[src/rtl/mon_limits_consts.svh]
// Constants for the monitor limit register bank
`ifndef MON_LIMITS_CONSTS_SVH
`define MON_LIMITS_CONSTS_SVH

`define LIM_COUNT          7

`define CODE_VOUT_UV       8'h43
`define CODE_IOUT_OC       8'h4a
`define CODE_OT_FAULT      8'h4f
`define CODE_OT_WARN       8'h51
`define CODE_VIN_OV        8'h57
`define CODE_VIN_UV        8'h58
`define CODE_PIN_OP        8'h6b

`define MASK_12BIT         16'h0fff
`define MASK_15BIT         16'h7fff

`define RESET_VOUT_UV      16'h0000
`define RESET_IOUT_OC      16'h0fff
`define RESET_OT_FAULT     16'h0fff
`define RESET_OT_WARN      16'h0fff
`define RESET_VIN_OV       16'h0fff
`define RESET_VIN_UV       16'h0000
`define RESET_PIN_OP       16'h7fff

`endif

[src/rtl/mon_limits_pkg.sv]
// Types shared by the monitor limit register bank
package mon_limits_pkg;

  typedef enum logic {
    CMP_OVER,
    CMP_UNDER
  } cmp_dir_t;

endpackage

[src/rtl/limit_compare.sv]
// One measurement against one limit, registered event pulse
`timescale 1ns/1ps
`include "mon_limits_consts.svh"

module limit_compare #(
  parameter int                       W   = 16,
  parameter mon_limits_pkg::cmp_dir_t DIR = mon_limits_pkg::CMP_OVER
) (
  // Clock and reset
  input  wire logic         clk,
  input  wire logic         rst,
  // Measurement and limit
  input  wire logic [W-1:0] meas,
  input  wire logic         meas_valid,
  input  wire logic [W-1:0] threshold,
  // Event
  output logic              crossed
);
  import mon_limits_pkg::*;

  logic next_crossed;

  // Raw compare, no scaling: both sides share one coding
  always_comb
  begin
    next_crossed = 1'b0;
    if (meas_valid)
    begin
      if (DIR == CMP_OVER)
        next_crossed = (meas > threshold);
      else
        next_crossed = (meas < threshold);
    end
  end

  always_ff @(posedge clk or posedge rst)
  begin
    if (rst)
      crossed <= 1'b0;
    else
      crossed <= next_crossed;
  end
endmodule

[src/rtl/monitor_limit_registers.sv]
// Limit register bank with per-limit crossing detectors
`timescale 1ns/1ps
`include "mon_limits_consts.svh"

module monitor_limit_registers (
  // Clock and reset
  input  wire logic        clk,
  input  wire logic        rst,
  // Command port from the bus protocol engine
  input  wire logic [7:0]  cmd_code,
  input  wire logic        cmd_write,
  input  wire logic        cmd_read,
  input  wire logic [15:0] cmd_wdata,
  output logic      [15:0] rd_data,
  output logic             rd_valid,
  output logic             cmd_unsupported,
  // Measurements from the conversion path
  input  wire logic [11:0] vout_meas,
  input  wire logic        vout_valid,
  input  wire logic [11:0] iout_meas,
  input  wire logic        iout_valid,
  input  wire logic [11:0] temp_meas,
  input  wire logic        temp_valid,
  input  wire logic [11:0] vin_meas,
  input  wire logic        vin_valid,
  input  wire logic [14:0] pin_meas,
  input  wire logic        pin_valid,
  // Crossing events to the status logic
  output logic             vout_uv_warn,
  output logic             iout_oc_warn,
  output logic             ot_fault,
  output logic             ot_warn,
  output logic             vin_ov_warn,
  output logic             vin_uv_warn,
  output logic             pin_op_warn
);
  import mon_limits_pkg::*;

  localparam int N = `LIM_COUNT;

  // Entry order: vout_uv, iout_oc, ot_fault, ot_warn, vin_ov, vin_uv, pin_op
  localparam logic [7:0] CODE [N] = '{`CODE_VOUT_UV, `CODE_IOUT_OC, `CODE_OT_FAULT,
    `CODE_OT_WARN, `CODE_VIN_OV, `CODE_VIN_UV, `CODE_PIN_OP};
  localparam logic [15:0] MASK [N] = '{`MASK_12BIT, `MASK_12BIT, `MASK_12BIT,
    `MASK_12BIT, `MASK_12BIT, `MASK_12BIT, `MASK_15BIT};
  localparam logic [15:0] RSTV [N] = '{`RESET_VOUT_UV, `RESET_IOUT_OC, `RESET_OT_FAULT,
    `RESET_OT_WARN, `RESET_VIN_OV, `RESET_VIN_UV, `RESET_PIN_OP};
  localparam cmp_dir_t DIRS [N] = '{CMP_UNDER, CMP_OVER, CMP_OVER, CMP_OVER,
    CMP_OVER, CMP_UNDER, CMP_OVER};

  logic [15:0] thr      [N];
  logic [15:0] next_thr [N];
  logic [15:0] meas_w   [N];
  logic        meas_v   [N];
  logic        evt      [N];

  logic [15:0] next_rd_data;
  logic        next_rd_valid;
  logic        next_cmd_unsupported;
  logic        first_cycle;

  // Widen every measurement to the register word
  assign meas_w[0] = {4'h0, vout_meas};
  assign meas_w[1] = {4'h0, iout_meas};
  assign meas_w[2] = {4'h0, temp_meas};
  assign meas_w[3] = {4'h0, temp_meas};
  assign meas_w[4] = {4'h0, vin_meas};
  assign meas_w[5] = {4'h0, vin_meas};
  assign meas_w[6] = {1'b0, pin_meas};
  assign meas_v[0] = vout_valid;
  assign meas_v[1] = iout_valid;
  assign meas_v[2] = temp_valid;
  assign meas_v[3] = temp_valid;
  assign meas_v[4] = vin_valid;
  assign meas_v[5] = vin_valid;
  assign meas_v[6] = pin_valid;

  genvar g;
  generate
    for (g = 0; g < N; g++)
    begin : g_lim
      // Reserved bits are never stored, so a read can't leak them
      always_comb
      begin
        next_thr[g] = thr[g];
        if (cmd_write && (cmd_code == CODE[g]))
          next_thr[g] = cmd_wdata & MASK[g];
      end

      always_ff @(posedge clk or posedge rst)
      begin
        if (rst)
          thr[g] <= RSTV[g];
        else
          thr[g] <= next_thr[g];
      end

      limit_compare #(
        .W   (16),
        .DIR (DIRS[g])
      ) u_cmp (
        .clk        (clk),
        .rst        (rst),
        .meas       (meas_w[g]),
        .meas_valid (meas_v[g]),
        .threshold  (thr[g]),
        .crossed    (evt[g])
      );

    end
  endgenerate

  assign vout_uv_warn = evt[0];
  assign iout_oc_warn = evt[1];
  assign ot_fault     = evt[2];
  assign ot_warn      = evt[3];
  assign vin_ov_warn  = evt[4];
  assign vin_uv_warn  = evt[5];
  assign pin_op_warn  = evt[6];

  // Read mux and unknown-code flag; a write to an unknown code is dropped
  always_comb
  begin
    next_rd_data         = 16'h0000;
    next_rd_valid        = cmd_read;
    next_cmd_unsupported = cmd_read | cmd_write;
    for (int i = 0; i < N; i++)
    begin
      if (cmd_code == CODE[i])
      begin
        next_cmd_unsupported = 1'b0;
        if (cmd_read)
          next_rd_data = thr[i];
      end
    end
  end

  always_ff @(posedge clk or posedge rst)
  begin
    if (rst)
    begin
      rd_data         <= 16'h0000;
      rd_valid        <= 1'b0;
      cmd_unsupported <= 1'b0;
      first_cycle     <= 1'b1;
    end
    else
    begin
      rd_data         <= next_rd_data;
      rd_valid        <= next_rd_valid;
      cmd_unsupported <= next_cmd_unsupported;
      first_cycle     <= 1'b0;
    end
  end
endmodule

[config.mk]
export PLATFORM = sky130hd
export DESIGN_NAME = monitor_limit_registers
export DESIGN_NICKNAME = d
export VERILOG_FILES = /design/src/rtl/mon_limits_pkg.sv /design/src/rtl/limit_compare.sv /design/src/rtl/monitor_limit_registers.sv
export VERILOG_INCLUDE_DIRS = /design/src /design/src/rtl
export SDC_FILE = /design/constraint.sdc
export NUM_CORES = 1
export LEC_CHECK = 0
export ABC_CLOCK_PERIOD_IN_PS = 3100
export BUFFER_PORTS_ARGS = -buffer_cell sky130_fd_sc_hd__clkbuf_2
export CORE_MARGIN = 2
export CORE_UTILIZATION = 35
export CTS_CLUSTER_SIZE = 10
export DETAILED_ROUTE_END_ITERATION = 12
export HOLD_SLACK_MARGIN = 0.03
export PLACE_DENSITY = 0.52
export SYNTH_ARGS = -nofsm -noshare
export SYNTH_HDL_FRONTEND = slang
export SYNTH_SLANG_ARGS = --single-unit
[constraint.sdc]
create_clock -name clk -period 3.1 [get_ports clk]
set_clock_uncertainty 0.05 [all_clocks]
set_input_delay 0 -clock clk [delete_from_list [all_inputs] [get_ports clk]]
set_output_delay 0 -clock clk [all_outputs]
set_load 0.02 [all_outputs]
# Word-level counts from Yosys, hierarchy flattened
# Cells that the tools add are included.
# W data, S select, Z words.
totals:
  regBits: 112
  latchBits: 0
  ram_bits: 0
  mem_bits_ro: 0
  output_inout_bits: 25
  wordCells: 67
  memories: 0
classes:
  addsub: 0
  mul: 0
  div: 0
  n_lt_le_gt_ge: 7
  eq_ne: 7
  shift: 0
  muxes: 28
  bitwise_logic: 1
  reduce_logical: 7
ops:
  columns: ["cell", "count"]
  rows:
  - ["$mux W16", 12]
  - ["$eq A8 B7 Y1 const B", 7]
  - ["$gt A12 B12 Y1", 4]
  - ["$lt A12 B12 Y1", 2]
  - ["$mux W12", 2]
  - ["$gt A15 B15 Y1", 1]
  - ["$mux W1", 14]
  - ["$logic_and A1 B1 Y1", 7]
  - ["$or A1 B1 Y1", 1]

# Longest topological paths before layout
# Gate-level depths: netlist of the first run.
logic_depth:
  ltp_word: 14
  ltp_mapped: 6

# Modules after synthesis
# A second synthesis of the first run with hierarchy kept.
hier_totals:
  cells_unflattened: 821
  area_unflattened_um2: 8144.1
modules_own_cells:
  columns: ["module", "n_inst", "cells_each", "area_per_inst_um2"]
  rows:
  - ["monitor_limit_registers", 1, 424, 5185.0]
  - ["limit_compare at g_lim[1].u_cmp ...", 4, 58, 427.9]
  - ["limit_compare at g_lim[0].u_cmp ...", 2, 54, 407.9]
  - ["limit_compare at g_lim[3].u_cmp", 1, 57, 431.7]

# Worst setup path after synthesis of the first run
# No wires, ideal clock.
synth_timing:
  kind: "register to register"
  from: "reg thr[13] (netlist name)"
  to: "reg g_lim[6].u_cmp.crossed"
  arrival_time_ns: 1.357
  setup_slack_ns: 1.560
  stages_incl_launch_ff: 6
  path_buffers: 0
  cell_sequence: "dfstp_2 inv_1 ha_1 nand4_1 o41ai_1 a31oi_1"
synth_via:
  elab_chain_len: 2
synth_rtl:
  columns: ["item", "line_no", "rtl"]
  rows:
  - ["start: declaration", "monitor_limit_registers.sv:51", "logic [15:0] thr [N];"]
  - ["start signal: indexed assignment", "monitor_limit_registers.sv:93", "thr[g] <= RSTV[g];"]
  - ["start signal: indexed assignment", "monitor_limit_registers.sv:95", "thr[g] <= next_thr[g];"]
  - ["$gt A15 B15 Y1", "limit_compare.sv:30", "next_crossed = (meas > threshold);"]
  - ["$mux W1", "limit_compare.sv:27", "if (meas_valid)"]
  - ["net g_lim[6].u_cmp.next_crossed", "limit_compare.sv:21", "logic next_crossed;"]
  - ["end signal: assignment", "limit_compare.sv:41", "crossed <= next_crossed;"]
  - ["end: declaration", "limit_compare.sv:17", "output logic crossed"]
# The timed path passes the listed nets, and every way through them passes these cells.
# A chain may end at the register's enable or synchronous reset.

# Worst setup path in the final report of the first run
layout_timing:
  from: "reg thr[81] (netlist name)"
  to: "reg g_lim[1].u_cmp.crossed"
layout_via:
  elab_chain_len: 2
layout_rtl:
  columns: ["item", "line_no"]
  rows:
  - ["$gt A12 B12 Y1", "limit_compare.sv:30"]
  - ["$mux W1", "limit_compare.sv:27"]
  - ["net g_lim[1].u_cmp.next_crossed", "limit_compare.sv:21"]
  - ["end signal: assignment", "limit_compare.sv:41"]
  - ["end: declaration", "limit_compare.sv:17"]
# The timed path passes the listed nets, and every way through them passes these cells.

==> impl_metrics.ini, run 1 <==
[status]
status = complete, no violations

[die]
rows = 52
ios = 121
die_y_um = 148
core_area_um2 = 20300
die-width_um = 148
initial_core_util_pct = 35.7
die_area_um2 = 21900

[synth]
synth_area_per_cell_um2 = 10.4
synth-main-ff-cell = dfstp_2
synth_area_leader_cell = dfstp_2
yosysWarningCount = 0
synth_top_area_share_pct = 22.8
ys_top_cells_by_area = dfstp_2 (23%), dfrtp_1 (17%), ha_1 (15%)
synth_cells = 695
synth-edff-count = 0
synthArstFlopShare_pct = 100
synth_seq_cells = 111
netlist_area_um2 = 7240
synth.most_common_cell = inv_1
syn-num-nets = 876
synth_cell_types = 50
yosys-top-cells-count = inv_1 (90), ha_1 (85), mux2_2 (84)
seq_area_frac_synth_pct = 39.4

[power_and_ir_drop]
power_uw = 3390
peakVddDrop_uv = 218
leakage_uw = 0.00386
p_per_area_nw_per_um2 = 394

[setup_path]
reg2reg_depth = 7
critPathKind = reg -> reg
crit_path_start = thr[81]
cp_data_required_time_ns = 3.35
r2r-end = g_lim[1].u_cmp.crossed
arrival_ns = 2.42
r2r_slack_ns = 0.93
r2r_start = thr[81]
cp-end-kind = register
cp_max_fo = 3
crit_end = g_lim[1].u_cmp.crossed
start_kind = register

[clocking]
insertion_delay_ns = 0.36
cts.sinks = 111
cts_tree = yes
post_cts_buffers = 0
cts-root-buf = clkbuf_16
cts_buffers = 9
clk_pin_slew_ns = 0.07
htree_levels = 3
cts_buffer_depth = 2

[placement]
gp_congestion = 0.849
hpwlAfterDp_um = 15600
placed_cells = 1061
portBuffers = 118
post_dp_cell_area_um2 = 8080

[final_layout]
design_area_um2 = 8580
num-fill-cells = 2067
final_core_util_pct = 42.3
seqCellArea_um2 = 2860
multi_input_area_um2 = 3910
final_cells = 1095
diodes = 0
drive_above_1_share_pct = 36.4
areaGrowthSynthToFinish_pct = 18.5
nets = 1001

[sta]
tightest_slew_ns = 0.775
drv_slew = 0
fin_crit_ns = 2.17
relSlewSlack_pct = 48.2
setup_viol = 0
hold_viol = 0
grt_setup_unrepaired = no
fin_setup_tns_ns = 0
fin_crit_sh_pct = 70.0
clock.fmax_mhz = 461

[routing]
vias = 5580
first_pass_iters = 5
drt_iter0_markers = 527
drc = 0
ant_nets = 0
post_drt_wl_per_cell_um = 18.8
routed_via_density = 5.10
wirelength_um = 20500

[global_route]
grt_usage_pct = 19.2
grt_pass1_wl_um = 32000
grt_max_degree = 88
grt.overflow.total = 0
antenna_found_initial = 0
grt_pass1_vias = 5554

[run]
maxCapViolations = 0

[hold_path]
holdCritPathClass = in -> reg
[flip-flops by register name, summed over array words and instances (netlist names)]
register	cells
cmd_unsupported	1
g_lim.u_cmp.crossed	7
rd_data	15
rd_valid	1
thr	87
[worst min path at each step]
| stage | start | slack [ns] | cells past startpoint | to |
|---|---|---|---|---|
| 6_report | vin_meas[11] | 0.05 | 4 | g_lim[4].u_cmp.crossed |
| 5_1_grt | vin_meas[11] | 0.06 | 4 | g_lim[4].u_cmp.crossed |
| 4_1_cts | cmd_code[7] | 0.03 | 4 | rd_data[0] |
| 3_5_place_dp | rst | -0.04 | 2 | g_lim[4].u_cmp.crossed |
| 3_3_place_gp | rst | -0.04 | 2 | g_lim[4].u_cmp.crossed |
| 2_1_floorplan | cmd_read | -0.02 | 0 | rd_valid |
[logic make-up after synthesis]
logic type / share of synthesized area, %
AO/OA/AOI/OAI: 14.7
AND/OR/NAND/NOR: 10.9
buffers and inverters: 6.61
flip-flops: 39.4
multiplexers: 13.5
adder cells (fa/ha/maj): 14.7
other: 0.0518
XOR/XNOR: 0.121
[worst max-delay path, stage by stage (launching register included)]
cell,delay (ns)
dfstp_2,0.55
inv_1,0.04
ha_1,0.28
nor2b_1,0.14
o211ai_1,0.09
a211o_1,0.26
a31oi_1,0.15
dlygate4sd3_1,0.55
[area by class of cell]
cell class              instances  share of cell area, %
clock inverters                 4                  0.598
repair buffers                141                   9.56
flip-flops and latches        111                   33.3
inverters                      90                   3.97
multi-input cells             467                   45.5
clock buffers                  12                   3.12
well taps                     270                   3.94
[placed cells by master, fill, tap and decap left out, drive strengths merged, types with 14 or more instances in the layout]
master	synthesis	final
nand2	29	29
inv	90	90
nor3b	14	14
ha	85	85
clkbuf	8	130
nand3	15	15
dlygate4sd3	0	18
nand4	20	20
nor2	23	23
dfrtp	48	48
mux2	87	87
a21o	19	19
a211o	15	15
o22ai	21	21
o21ai	19	19
a21oi	46	46
dfstp	63	63
[per-stage QoR]
stage	setup slack (ns)	hold WS, ns
after global placement	1.02	-0.0436
after CTS	0.920	0.0318
final	0.931	0.0467
after floorplan	0.224	-0.0186
after global routing	0.802	0.0573
after detailed placement	1.02	-0.0404
[power by group]
part           total [µW]  switching, µW  internal [µW]
combinational         536            297            239
clock                1250            551            699
sequential           1600           55.9           1540
total                3390            904           2480
[metal layers]
layer  vias up  global-route usage [%]  part of all wire [%]
met5         -                       0                     0
met2        87                    30.8                    47
met1      2713                    27.6                    49
li1       2766                       -                     -
met4         0                    5.43                   1.3
met3        14                    2.16                   2.7
[repair_timing]
action,in CTS,in global routing
gates resized for setup,0,0
hold buffers,18,0
endpoints found under the hold margin,51,0
Power figures use the tool's default switching activity.
==> run 2, diff against run 1 <==
Settings changed: ABC_CLOCK_PERIOD_IN_PS 3100 to 1900, PLACE_DENSITY 0.52 to 0.54.
Clock period 3.1 ns to 1.9 ns, I/O delays scaled along.
==> impl_metrics.ini, run 2 (synthesized netlist as in run 1, its figures left out) <==
[placement]
hpwlAfterDp_um = 15900
portBuffers = 118
gp_congestion = 0.875
post_dp_cell_area_um2 = 8270

[global_route]
grt.overflow.total = 0
use_met1_pct = 28.1
grt_usage_pct = 19.2
grt_max_degree = 105
grt_pass1_wl_um = 31500
grt_util_met3_pct = 2.59
antenna_found_initial = 0
top_usage_layer = met2
grt_pass1_vias = 5491
use_met2_pct = 29.1

[run]
maxCapViolations = 0

[final_layout]
layout.cells.most_common = clkbuf_2
nets = 1020
regMostFlops = thr
diodes = 0
final_core_util_pct = 43.1
drive_above_1_share_pct = 37.9
num-fill-cells = 2018
largestRegisters = thr (87), rd_data (15), g_lim.u_cmp.crossed (7)
design_area_um2 = 8750
areaGrowthSynthToFinish_pct = 20.7
layout_common_cells = clkbuf_2 (118), inv_1 (89), ha_1 (85)
largest_reg_flops = 87

[routing]
vias = 5624
drt_iter0_markers = 407
ant_nets = 0
post_drt_wl_per_cell_um = 18.4
routed_via_density = 5.05
drc = 0
wirelength_um = 20500
first_pass_iters = 4

[sta]
relSlewSlack_pct = 59.4
fin_setup_tns_ns = 0
grt_setup_unrepaired = no
clock.fmax_mhz = 541
drv_slew = 0
setup_viol = 0
tightest_slew_ns = 0.610
fin_crit_sh_pct = 97.3
fin_crit_ns = 1.85
hold_viol = 0

[die]
core_area_um2 = 20300
die_y_um = 148
die-width_um = 148
ios = 121
initial_core_util_pct = 35.7
rows = 52
die_area_um2 = 21900

[setup_path]
cp_data_required_time_ns = 2.15
cp_max_fo = 13
start_kind = input port
arrival_ns = 2.09
cp-end-kind = register
crit_path_start = cmd_read
critPathKind = in -> reg
r2r_start = thr[107]

[clocking]
insertion_delay_ns = 0.36
post_cts_buffers = 0
cts_tree = yes
cts.sinks = 111
cts_buffer_depth = 2
cts_buffers = 9
htree_levels = 3
clk_pin_slew_ns = 0.07
cts-root-buf = clkbuf_16

[power_and_ir_drop]
peakVddDrop_uv = 378
leakage_uw = 0.00395
p_per_area_nw_per_um2 = 625

[hold_path]
holdCritPathClass = in -> reg
worstHoldStart = temp_meas[11]

[status]
status = complete, no violations
==> run 2: cell count changes in the layout (fill, tap and decap cells not counted), sizes merged <==
cell    change
clkinv      +1
buf        +19
clkbuf      -1
==> run 2: layout make-up <==
| class | instances | area [µm²] | area share, % |
|---|---|---|---|
| sequential | 111 | 2860 | 32.7 |
| multi-input combinational | 467 | 3910 | 44.7 |
| clock buffer | 11 | 243 | 2.77 |
| inverter | 90 | 342 | 3.91 |
| timing repair buffer | 160 | 1000 | 11.4 |
| clock inverter | 5 | 57.6 | 0.658 |
| tap | 270 | 338 | 3.86 |
==> run 2: critical path, stage by stage <==
cell and delay [ns]:
dlygate4sd3_1 0.53, clkbuf_2 0.14, and4bb_2 0.26, and2_1 0.30, a32o_1 0.31, a211oi_1 0.36
buf_4 0.19
==> run 2: worst paths after layout <==
kind	slack [ns]	cells past startpoint	end
hold reg to reg	0.46	2	rd_data[14]
hold / removal	0.04	4	g_lim[2].u_cmp.crossed
setup reg to reg	0.10	6	g_lim[0].u_cmp.crossed
min in group asynchronous	0.06	3	g_lim[5].u_cmp.crossed
setup / recovery	0.05	7	rd_data[0]
max in group asynchronous	0.90	4	thr[104]
==> run 2: what timing repair did <==
action,in CTS,in global routing
setup endpoints to repair,0,1
hold buffers,18,0
gates resized for setup,0,1
hold endpoints to repair,72,0
==> run 2: layer usage <==
metal  vias to the layer above  wire, µm
li1                       2811         -
met1                      2673     10200
met2                       122      9180
met3                        18       722
met4                         0       425
met5                         -         0
==> run 2: per-stage QoR <==
| step | std cells | worst slack, ns | power [µW] | hold slack [ns] |
|---|---|---|---|---|
| global route | 1114 | 0.00173 | 5760 | 0.0531 |
| finish | 1114 | 0.0514 | 5470 | 0.0443 |
| floorplan | 695 | 0.360 | 3140 | -0.0186 |
| CTS | 1114 | 0.0942 | 5530 | 0.0365 |
| global placement | 1080 | 0.0312 | 3510 | -0.101 |
| detailed placement | 1080 | 0.0700 | 3520 | -0.0963 |
==> run 2: power breakdown <==
| group | switching, µW | internal (µW) |
|---|---|---|
| logic | 489 | 402 |
| clock network | 901 | 1060 |
| registers | 91.2 | 2520 |
==> run 3, diff against run 2 <==
Settings changed: CELL_PAD_IN_SITES_DETAIL_PLACEMENT set to 1, CELL_PAD_IN_SITES_GLOBAL_PLACEMENT set to 1, PLACE_DENSITY 0.54 to 0.66, SYNTH_HIERARCHICAL set to 1.
==> impl_metrics.ini, run 3 <==
[placement]
gp_congestion = 0.889
post_dp_cell_area_um2 = 9790
portBuffers = 118
placed_cells = 1312
hpwlAfterDp_um = 20400

[power_and_ir_drop]
pwr-share-clk_pct = 33.7
p_int_uw = 4110
p_sw_share_pct = 29.3
power_uw = 5820
pwr-share-comb_pct = 21.6
switching_power_uw = 1710
peakVddDrop_uv = 355
p_per_area_nw_per_um2 = 558
seq_power_share_pct = 44.6
leakage_uw = 0.00476

[status]
status = complete, but fails checks
violations = setup timing

[final_layout]
largestRegisters = thr (87), rd_data (15), g_lim.u_cmp/crossed (7)
layout_common_cells = clkbuf_2 (118), inv_1 (100), ha_1 (88)
largest_reg_flops = 87
layout.cells.most_common = clkbuf_2
nets = 1261
design_area_um2 = 10400
areaGrowthSynthToFinish_pct = 28.0
drive_above_1_share_pct = 39.2
diodes = 0
final_cells = 1345
regMostFlops = thr

[setup_path]
cpPeakStageDelay_ns = 0.56
slowest_stage = or4_4
path_buf_inv = 1
cp_max_fo = 2
cp_cell_sequence = inv_2, ha_4, nand4_1, or4_4, or2_0, o311a_1
cp-end-kind = register
critPathKind = reg -> reg
critical-path-top-delay-family = simple AND/OR/NAND/NOR gates
start_kind = register
cp_data_required_time_ns = 2.10
arrival_ns = 2.22

[synth]
synth.most_common_cell = inv_1
synthArstFlopShare_pct = 100
synth_area_per_cell_um2 = 9.92
ys_top_cells_by_area = dfstp_2 (20%), ha_1 (17%), dfrtp_1 (15%)
netlist_area_um2 = 8140
synth_seq_cells = 111
synth-main-ff-cell = dfstp_2
yosysWarningCount = 6
synth-edff-count = 0
synth_area_leader_cell = dfstp_2
synth_cell_types = 58
seq_area_frac_synth_pct = 35.1
yosys-top-cells-count = inv_1 (118), ha_1 (110), mux2_2 (77)
synth_top_area_share_pct = 20.3
synth_cells = 821

[routing]
first_pass_iters = 4
ant_nets = 0
dr_wl_met3_um = 1010
vias = 6800
top_layer_used = met5
wl_met1_um = 11600
wl_met2_um = 12800
routed_via_density = 5.06
post_drt_wl_per_cell_um = 19.3
wirelength_um = 25900
drc = 0
drt_iter0_markers = 363

[die]
die_y_um = 157
die-width_um = 157
initial_core_util_pct = 35.9
core_area_um2 = 22700
die_area_um2 = 24500
ios = 121
rows = 55

[clocking]
cts-root-buf = clkbuf_16
htree_levels = 3
cts.sinks = 111
cts_buffers = 9
insertion_delay_ns = 0.36
cts_tree = yes
clk_pin_slew_ns = 0.08
cts_buffer_depth = 2

[global_route]
grt_max_degree = 30
grt_usage_pct = 21.6
grt_pass1_wl_um = 39800
grt.overflow.total = 0
antenna_found_initial = 2
grt_pass1_vias = 7178

[sta]
fin_crit_ns = 2.02
clock.fmax_mhz = 496
grt_setup_unrepaired = yes
relSlewSlack_pct = 58.6
fin_crit_sh_pct = 106
hold_viol = 0
drv_slew = 0
tightest_slew_ns = 0.620
setup_viol = 5
setup_ws_ns = -0.117

[hold_path]
holdCritPathClass = in -> reg

[run]
maxCapViolations = 0
==> run 3: cell types whose count changed in the layout (fill, tap and decap cells not counted), sizes merged, moves of 19 or more <==
cell / delta
inv: +28
ha: +25
nand3b: +33
conb: +50
and3: +19
o22ai: -21
buf: +52
a21oi: +23
==> run 3: routing by layer <==
layer | GRT usage [%] | vias to the layer above
met1 | 28.5 | 3301
met2 | 37.6 | 134
met4 | 5.07 | 2
met5 | 0 | -
li1 | - | 3338
met3 | 2.60 | 25
==> run 3: cell families after synthesis <==
| logic type | Yosys count | synth area share, % |
|---|---|---|
| muxes | 87 | 12.0 |
| buffers and inverters | 150 | 7.70 |
| other | 1 | 0.0460 |
| and+or+nand+nor | 211 | 15.8 |
| AOI/OAI and AO/OA | 150 | 12.4 |
| xor gates and xnor gates | 1 | 0.108 |
| adders and majority gates | 110 | 16.9 |
| DFF | 111 | 35.1 |
==> run 3: worst paths after layout <==
| kind | startpoint | end | slack, ns | cells after the start |
|---|---|---|---|---|
| setup / recovery | thr[74] | g_lim[2].u_cmp/crossed | -0.12 | 6 |
| hold / removal | cmd_wdata[2] | thr[2] | 0.03 | 2 |
| hold reg to reg | thr[104] | thr[104] | 0.50 | 1 |
| setup reg to reg | thr[74] | g_lim[2].u_cmp/crossed | -0.12 | 6 |
| max in group asynchronous | rst | thr[32] | 0.92 | 4 |
| min in group asynchronous | rst | g_lim[4].u_cmp/crossed | 0.20 | 4 |
==> run 3: repair_timing <==
item	4_1_cts	5_1_grt
gates resized for setup	16	14
hold buffers	11	0
endpoints found under the hold margin	36	0
endpoints found under the setup margin	5	5
pin swaps	8	14
buffers inserted	1	5
==> run 3: layout make-up <==
cell class	instances	area, µm²
multi-input combinational	610	5150
clock inverter	4	26.3
sequential	111	2860
timing repair buffer	205	1320
fill	2647	12300
tap	285	357
clock buffer	12	268
inverter	118	447
==> run 3: per-stage QoR <==
step           setup slack [ns]  setup TNS, ns  hold WS [ns]  util (%)
2_1_floorplan           -0.0144        -0.0287        -0.321         -
3_3_place_gp             -0.113         -0.293        0.0359      43.1
3_5_place_dp             -0.131         -0.548        0.0355      43.1
4_1_cts                  -0.111         -0.379        0.0314      45.5
5_1_grt                  -0.185         -0.725        0.0384      45.9
6_report                 -0.117         -0.373        0.0297      45.9
==> run 3: worst reg2reg max path, cell delays in order (launching register included) <==
cell and delay, ns:
dfstp_2 0.55, inv_2 0.05, ha_4 0.25, nand4_1 0.11, or4_4 0.56, or2_0 0.24, o311a_1 0.11
==> run 3: power groups by stage <==
stage / Combinational, µW / Clock [µW] / Sequential [µW]
2_1_floorplan: 654 / 0 / 2630
3_3_place_gp: 1130 / 0 / 2630
3_5_place_dp: 1160 / 0 / 2640
4_1_cts: 1210 / 2000 / 2600
5_1_grt: 1420 / 2080 / 2610
6_report: 1260 / 1960 / 2600
